--- src/rtl/hbwla_pkg.sv ---
// Behaviour
// - The bus width, 32-bit or 16-bit, follows the level of an external strap caught once as static configuration.
// - The strapped width reads back as a read-only bit at position 2 of the hardware configuration word.
// - The two half-word writes of a DWORD are accepted in either order if the second hits the other half.
// - A second half-word write to the same half as the first is discarded and no DWORD is completed.
// - In 16-bit mode a DWORD is read as two consecutive half-word reads, either half first.
// - Two successive reads of the same half return invalid data and restart the read pair on the next read.
// - In 16-bit mode the upper sixteen data lines are never driven.
// - In 32-bit mode byte 3 sits on lines 31 to 24 and byte 0 on lines 7 to 0, bytes 2 and 1 between.
// - With the word-swap value all ones, 16-bit mode gives bytes 3:2 at A1=0 and bytes 1:0 at A1=1.
// - With any other word-swap value, 16-bit mode gives bytes 1:0 at A1=0 and bytes 3:2 at A1=1.
package hbwla_pkg;

  // ----------------------------------------------------------------
  // configuration word
  // ----------------------------------------------------------------
  localparam int HARDWARE_CONFIG_REGISTER_WIDTH_BIT = 2;
  localparam logic [31:0] HARDWARE_CONFIG_REGISTER_RESET = 32'h0000_0000;

  // ----------------------------------------------------------------
  // strap and swap encodings
  // ----------------------------------------------------------------
  localparam logic STRAP_WIDTH_32 = 1'b1;
  localparam logic [31:0] SWAP_ALL_ONES = 32'hFFFF_FFFF;

  // ----------------------------------------------------------------
  // reset values and timing
  // ----------------------------------------------------------------
  localparam logic [15:0] HALF_RESET = 16'h0000;
  localparam logic [31:0] WORD_RESET = 32'h0000_0000;
  localparam int SYNC_STAGES = 2;

endpackage : hbwla_pkg

--- src/rtl/hbwla_sync.sv ---
`timescale 1ns/1ps
module hbwla_sync #(
  parameter int WIDTH = 1
) (
  input wire logic mclk_i,
  input wire logic srst_i,
  input wire logic [WIDTH-1:0] async_i,
  input wire logic [WIDTH-1:0] rst_val_i,
  output logic [WIDTH-1:0] sync_o
);

  // ----------------------------------------------------------------
  // two-stage synchroniser; first stage feeds only the second
  // ----------------------------------------------------------------
  logic [WIDTH-1:0] meta_q;
  logic [WIDTH-1:0] sync_q;

  always_ff @(posedge mclk_i)
  begin
    meta_q <= async_i;
    sync_q <= meta_q;
  end

  assign sync_o = sync_q;

endmodule : hbwla_sync

--- src/rtl/hbwla_top.sv ---
`timescale 1ns/1ps
module hbwla_top #(
  parameter int AW = 8
) (
  input wire logic mclk_i,
  input wire logic srst_i,
  input wire logic bus_width_strap_pin_i,
  input wire logic [31:0] word_swap_i,
  input wire logic cs_n_i,
  input wire logic rd_n_i,
  input wire logic wr_n_i,
  input wire logic [AW-1:1] addr_i,
  input wire logic [31:0] data_i,
  output logic [31:0] data_o,
  output logic data_lo_oe_o,
  output logic data_hi_oe_o,
  output logic [31:0] hardware_config_register_o,
  output logic width_select_strap_o,
  output logic [AW-1:2] int_addr_o,
  output logic int_wr_o,
  output logic [31:0] int_wdata_o,
  output logic int_rd_o,
  input wire logic [31:0] int_rdata_i,
  output logic wr_discard_o,
  output logic rd_invalid_o
);

  // strap, three strobes, half address and data
  localparam int SW = 4 + (AW - 1) + 32;

  // ----------------------------------------------------------------
  // helpers
  // ----------------------------------------------------------------
  // true when the host half address selects logical bytes 3:2
  function automatic logic half_is_upper(input logic a1,
                                         input logic [31:0] swap);
    if (swap == hbwla_pkg::SWAP_ALL_ONES)
      half_is_upper = ~a1;
    else
      half_is_upper = a1;
  endfunction : half_is_upper

  // ----------------------------------------------------------------
  // pin synchronisation
  // ----------------------------------------------------------------
  logic [SW-1:0] pins_raw;
  logic [SW-1:0] pins_s;
  logic [SW-1:0] pins_rst;
  logic strap_s;
  logic cs_n_s;
  logic rd_n_s;
  logic wr_n_s;
  logic [AW-1:1] addr_s;
  logic [31:0] din_s;

  assign pins_raw = {bus_width_strap_pin_i, cs_n_i, rd_n_i, wr_n_i,
                     addr_i, data_i};
  assign pins_rst = '0;

  hbwla_sync #(
    .WIDTH(SW)
  ) u_sync (
    .mclk_i(mclk_i),
    .srst_i(srst_i),
    .async_i(pins_raw),
    .rst_val_i(pins_rst),
    .sync_o(pins_s)
  );

  assign din_s = pins_s[31:0];
  assign addr_s = pins_s[32 +: (AW - 1)];
  assign wr_n_s = pins_s[AW + 31];
  assign rd_n_s = pins_s[AW + 32];
  assign cs_n_s = pins_s[AW + 33];
  assign strap_s = pins_s[AW + 34];

  // ----------------------------------------------------------------
  // strap capture
  // ----------------------------------------------------------------
  logic width32_q;
  logic cfg_done_q;

  // caught once after reset release, then held as static config
  always_ff @(posedge mclk_i)
  begin
    if (srst_i)
    begin
      width32_q <= 1'b0;
      cfg_done_q <= 1'b0;
    end
    else if (!cfg_done_q)
    begin
      width32_q <= (strap_s == hbwla_pkg::STRAP_WIDTH_32);
      cfg_done_q <= 1'b1;
    end
  end

  // ----------------------------------------------------------------
  // configuration word
  // ----------------------------------------------------------------
  logic [31:0] hardware_config_register_q;

  always_ff @(posedge mclk_i)
  begin
    if (srst_i)
      hardware_config_register_q <= hbwla_pkg::HARDWARE_CONFIG_REGISTER_RESET;
    else
    begin
      hardware_config_register_q <= hbwla_pkg::HARDWARE_CONFIG_REGISTER_RESET;
      hardware_config_register_q[hbwla_pkg::HARDWARE_CONFIG_REGISTER_WIDTH_BIT] <= width32_q;
    end
  end

  assign hardware_config_register_o = hardware_config_register_q;
  assign width_select_strap_o = width32_q;

  // ----------------------------------------------------------------
  // strobe edges
  // ----------------------------------------------------------------
  logic rd_act;
  logic wr_act;
  logic rd_act_q;
  logic wr_act_q;
  logic rd_start;
  logic wr_start;
  logic upper;

  assign rd_act = ~cs_n_s & ~rd_n_s;
  assign wr_act = ~cs_n_s & ~wr_n_s;

  always_ff @(posedge mclk_i)
  begin
    if (srst_i)
    begin
      rd_act_q <= 1'b0;
      wr_act_q <= 1'b0;
    end
    else
    begin
      rd_act_q <= rd_act;
      wr_act_q <= wr_act;
    end
  end

  assign rd_start = rd_act & ~rd_act_q & cfg_done_q;
  assign wr_start = wr_act & ~wr_act_q & cfg_done_q & ~rd_start;
  assign upper = half_is_upper(addr_s[1], word_swap_i);

  // ----------------------------------------------------------------
  // write pairing
  // ----------------------------------------------------------------
  logic wpend_q;
  logic wupper_q;
  logic [15:0] wstage_q;
  logic w_other_half;

  assign w_other_half = wpend_q & (upper != wupper_q);

  // first half is staged until the other half completes the DWORD
  always_ff @(posedge mclk_i)
  begin
    if (srst_i)
    begin
      wpend_q <= 1'b0;
      wupper_q <= 1'b0;
      wstage_q <= hbwla_pkg::HALF_RESET;
    end
    else if (wr_start && !width32_q)
    begin
      if (!wpend_q)
      begin
        wpend_q <= 1'b1;
        wupper_q <= upper;
        wstage_q <= din_s[15:0];
      end
      else
        wpend_q <= 1'b0;
    end
  end

  // ----------------------------------------------------------------
  // read pairing
  // ----------------------------------------------------------------
  logic rpend_q;
  logic rupper_q;
  logic [31:0] rlatch_q;
  logic r_other_half;

  assign r_other_half = rpend_q & (upper != rupper_q);

  // a same-half second read drops the pair; the next read starts anew
  always_ff @(posedge mclk_i)
  begin
    if (srst_i)
    begin
      rpend_q <= 1'b0;
      rupper_q <= 1'b0;
      rlatch_q <= hbwla_pkg::WORD_RESET;
    end
    else if (rd_start && !width32_q)
    begin
      if (!rpend_q)
      begin
        rpend_q <= 1'b1;
        rupper_q <= upper;
        rlatch_q <= int_rdata_i;
      end
      else
        rpend_q <= 1'b0;
    end
  end

  // ----------------------------------------------------------------
  // internal port
  // ----------------------------------------------------------------
  logic int_wr_q;
  logic int_rd;
  logic [31:0] int_wdata_q;
  logic [AW-1:2] int_waddr_q;

  always_ff @(posedge mclk_i)
  begin
    if (srst_i)
    begin
      int_wr_q <= 1'b0;
      int_wdata_q <= hbwla_pkg::WORD_RESET;
      int_waddr_q <= '0;
    end
    else
    begin
      int_wr_q <= 1'b0;
      if (wr_start && width32_q)
      begin
        int_wr_q <= 1'b1;
        int_wdata_q <= din_s;
        int_waddr_q <= addr_s[AW-1:2];
      end
      else if (wr_start && w_other_half)
      begin
        int_wr_q <= 1'b1;
        int_waddr_q <= addr_s[AW-1:2];
        if (upper)
          int_wdata_q <= {din_s[15:0], wstage_q};
        else
          int_wdata_q <= {wstage_q, din_s[15:0]};
      end
    end
  end

  // a fetch is needed for every 32-bit read and for each pair's first half
  assign int_rd = rd_start & (width32_q | ~rpend_q);
  assign int_rd_o = int_rd;
  assign int_wr_o = int_wr_q;
  assign int_wdata_o = int_wdata_q;
  assign int_addr_o = int_rd ? addr_s[AW-1:2] : int_waddr_q;

  // ----------------------------------------------------------------
  // error pulses
  // ----------------------------------------------------------------
  logic wr_discard_q;
  logic rd_invalid_q;

  always_ff @(posedge mclk_i)
  begin
    if (srst_i)
    begin
      wr_discard_q <= 1'b0;
      rd_invalid_q <= 1'b0;
    end
    else
    begin
      wr_discard_q <= wr_start & ~width32_q & wpend_q & ~w_other_half;
      rd_invalid_q <= rd_start & ~width32_q & rpend_q & ~r_other_half;
    end
  end

  assign wr_discard_o = wr_discard_q;
  assign rd_invalid_o = rd_invalid_q;

  // ----------------------------------------------------------------
  // read data and lane drive
  // ----------------------------------------------------------------
  logic [31:0] dout_q;
  logic oe_q;
  logic [31:0] rsrc;

  assign rsrc = rpend_q ? rlatch_q : int_rdata_i;

  always_ff @(posedge mclk_i)
  begin
    if (srst_i)
      dout_q <= hbwla_pkg::WORD_RESET;
    else if (rd_start)
    begin
      if (width32_q)
        dout_q <= int_rdata_i;
      else if (upper)
        dout_q <= {16'h0000, rsrc[31:16]};
      else
        dout_q <= {16'h0000, rsrc[15:0]};
    end
  end

  always_ff @(posedge mclk_i)
  begin
    if (srst_i)
      oe_q <= 1'b0;
    else
      oe_q <= rd_act & cfg_done_q;
  end

  assign data_o = dout_q;
  assign data_lo_oe_o = oe_q;
  assign data_hi_oe_o = oe_q & width32_q;

endmodule : hbwla_top

--- config.mk ---
export PLATFORM = sky130hd
export DESIGN_NAME = hbwla_top
export DESIGN_NICKNAME = d
export VERILOG_FILES = /design/src/rtl/hbwla_pkg.sv /design/src/rtl/hbwla_sync.sv /design/src/rtl/hbwla_top.sv
export SDC_FILE = /design/constraint.sdc
export NUM_CORES = 1
export LEC_CHECK = 0
export BUFFER_PORTS_ARGS = -buffer_cell sky130_fd_sc_hd__buf_2
export CAP_MARGIN = 20
export CORE_ASPECT_RATIO = 0.7
export CORE_UTILIZATION = 45
export DETAILED_ROUTE_END_ITERATION = 7
export PLACE_DENSITY = 0.7
export SLEW_MARGIN = 20
export SYNTH_ARGS = -nofsm -noshare
export SYNTH_HDL_FRONTEND = slang
export SYNTH_SLANG_ARGS = --single-unit
export TNS_END_PERCENT = 20
--- constraint.sdc ---
create_clock -name mclk_i -period 3 [get_ports mclk_i]
set_clock_uncertainty 0.05 [all_clocks]
set_input_delay 0.15 -clock mclk_i [delete_from_list [all_inputs] [get_ports mclk_i]]
set_output_delay 0.15 -clock mclk_i [all_outputs]
set_load 0.005 [all_outputs]
==> flow_summary.json <==
{
  "wire_per_inst_um": 16.6,
  "multi_input_area_um2": 3110,
  "slew_viol_final": 0,
  "clkSlewWorstSetupHoldPaths_ns": 0.06,
  "critPathMaxFanout": 23,
  "cts_made_buffers": 21,
  "tns_ns": 0,
  "htreeDepth": 1,
  "clock_path_buffers": 3,
  "drt_iter0_markers": 502,
  "hold_path.class": "input pin to flop",
  "globalRoute.totalOverflow": 0,
  "rsz0062_at_grt": "false",
  "vias": 6452,
  "dr.pass1.iters": 7,
  "wirelength_mm": 20.8,
  "grt_max_degree": 62,
  "avgSynthCellArea_um2": 10.1,
  "dieArea_um2": 17900,
  "synth.yosys.seq_area_share": 0.555,
  "final_net_count": 1129,
  "crit_buf_inv": 2,
  "ios": 218,
  "synth_ff_type": "dfxtp_1",
  "finalHoldViolations": 0,
  "antenna_left": 0,
  "post-route-min-period_ns": 2.46,
  "synth_seq_cells": 217,
  "holdWs_ns": 0.0694,
  "die_w_um": 160,
  "cts_root_buffer": "clkbuf_16",
  "fillers": 1387,
  "final_layout_size_suffix_gt1_frac": 0.257,
  "synthDistinctLibCells": 46,
  "max_stage_delay_ns": 0.48,
  "syn_inst": 778,
  "synth-edff-count": 0,
  "syn-cell-area_um2": 7820,
  "final_common_cell": "dfxtp_1",
  "setup_violations": 0,
  "grt_pass1_wl_mm": 33.2,
  "path_cells": "buf_4 > nand2b_1 > nand2_1 > mux2_2 > buf_2",
  "cts_sinks": 217,
  "cp.required_ns": 2.80,
  "fmax_ghz": 0.407,
  "drc_errors": 0,
  "n_antenna_cell": 0,
  "start_kind": "flop",
  "regArea_um2": 4350,
  "peakVddDrop_mv": 0.446,
  "post-cts-setup-buffers": 0,
  "cp_top_family": "flip-flops",
  "timing.final.crit_share": 0.819,
  "cts_tree": "yes",
  "place_congestion": 0.769,
  "area_growth_syn_to_layout_pct": 30.7,
  "powerDensity_nw_per_um2": 589,
  "critPathKind": "flop to primary output",
  "p_leak_nw": 4.42,
  "core-area_um2": 16600,
  "arrival_ns": 2.26,
  "maxCapViolations": 0,
  "async_flop_share": 0,
  "yosysWarnings": 0,
  "antenna_found_initial": 0,
  "tightest_slew_ns": 0.932,
  "io_buffers": 186,
  "via_per_inst": 5.13,
  "track_usage": 0.231,
  "rows": 39,
  "cp-end-kind": "primary output",
  "grt_pass1_vias": 6318,
  "dp_hpwl_mm": 13.1,
  "start_util": 0.470,
  "layout_common_cells": "dfxtp_1 (215), buf_2 (186), nand2_1 (86)",
  "clk-insertion-delay-late_ns": 0.49,
  "outcome": "finished, final reports clean",
  "die_y_um": 112,
  "slowest_stage": "dfxtp_2",
  "relSlewSlack": 0.379,
  "fin_util": 0.615
}
## per-stage QoR
stage / setup slack [ns] / total power (W) / area, um2 / instances
after floorplan: 0.778 / 0.00336 / 7940 / 808
after global placement: 0.350 / 0.00350 / 8820 / 1147
after detailed placement: 0.317 / 0.00351 / 8820 / 1147
after CTS: 0.526 / 0.00608 / 10200 / 1258
after global routing: 0.391 / 0.00628 / 10200 / 1258
final: 0.542 / 0.00602 / 10200 / 1258
## report_power, final
part	leakage (nW)	internal, W	switching [W]
logic	2.31	0.000238	0.000245
registers	1.79	0.00299	0.0000583
clock network	0.319	0.00141	0.00108
total	4.42	0.00464	0.00138
## area by class of cell
class | instances | area share
inverters | 2 | 0.000734
clock buffers | 26 | 0.0542
well taps | 225 | 0.0275
clock inverters | 10 | 0.00893
multi-input cells | 498 | 0.304
flip-flops and latches | 217 | 0.425
repair buffers | 280 | 0.180
## flip-flops by register name (all words and copies together) (netlist names), 6 cells and up
name / flops
u_sync.meta_q: 43
u_sync.sync_o: 43
data_o: 32
int_wdata_o: 32
rlatch_q: 32
wstage_q: 16
int_waddr_q: 6
## layer usage
layer  vias to the layer above  GRT usage  part of all wire
li1                       3192          -                 -
met1                      2987      0.322              0.48
met2                       247      0.368              0.43
met3                        26     0.0503             0.075
met4                         0     0.0487             0.015
met5                         -          0                 0
## final timing paths
kind	start	to	slack (ns)	depth (start not counted)
worst max register to register	u_sync.sync_o[41]	int_wdata_o[11]	0.62	6
worst min-delay path	srst_i	wstage_q[0]	0.07	2
worst min register to register	u_sync.meta_q[41]	u_sync.sync_o[41]	0.27	0
worst max-delay path	width_select_strap_o	int_addr_o[4]	0.54	5
## Yosys cell counts (all sizes together) (13+ instances only)
library cell    n  area [um2]
o21ai          29         149
a211oi         15         113
a21oi          78         402
a221o          16         160
buf            44         335
nor2           43         164
o31ai          16         120
dfxtp         217        4340
mux2i          61         611
clkbuf         47         176
nand4          24         150
nand3          17        85.1
nand2          86         323
mux2           13         150
## repair_timing
item / in CTS / in global routing
endpoints found under the hold margin: 99 / 0
gates resized for setup: 0 / 0
hold buffers: 75 / 0
## worst reg2reg max path, delay by kind of cell (launching register included)
kind	cells	cell delay, ns
AOI/OAI and AO/OA	2	0.79
and+or+nand+nor	3	0.78
DFF	1	0.33
muxes	1	0.30
## kinds of logic (layout without fill, tap and decap cells)
family,after synthesis,count (layout),share of synthesized area
xor gates and xnor gates,2,2,0.00224
buffers and inverters,93,318,0.0664
DFF,217,217,0.555
and+or+nand+nor,209,209,0.126
muxes,74,74,0.0972
other,1,31,0.000479
AOI/OAI and AO/OA,182,182,0.152
Power figures use the tool's default switching activity.
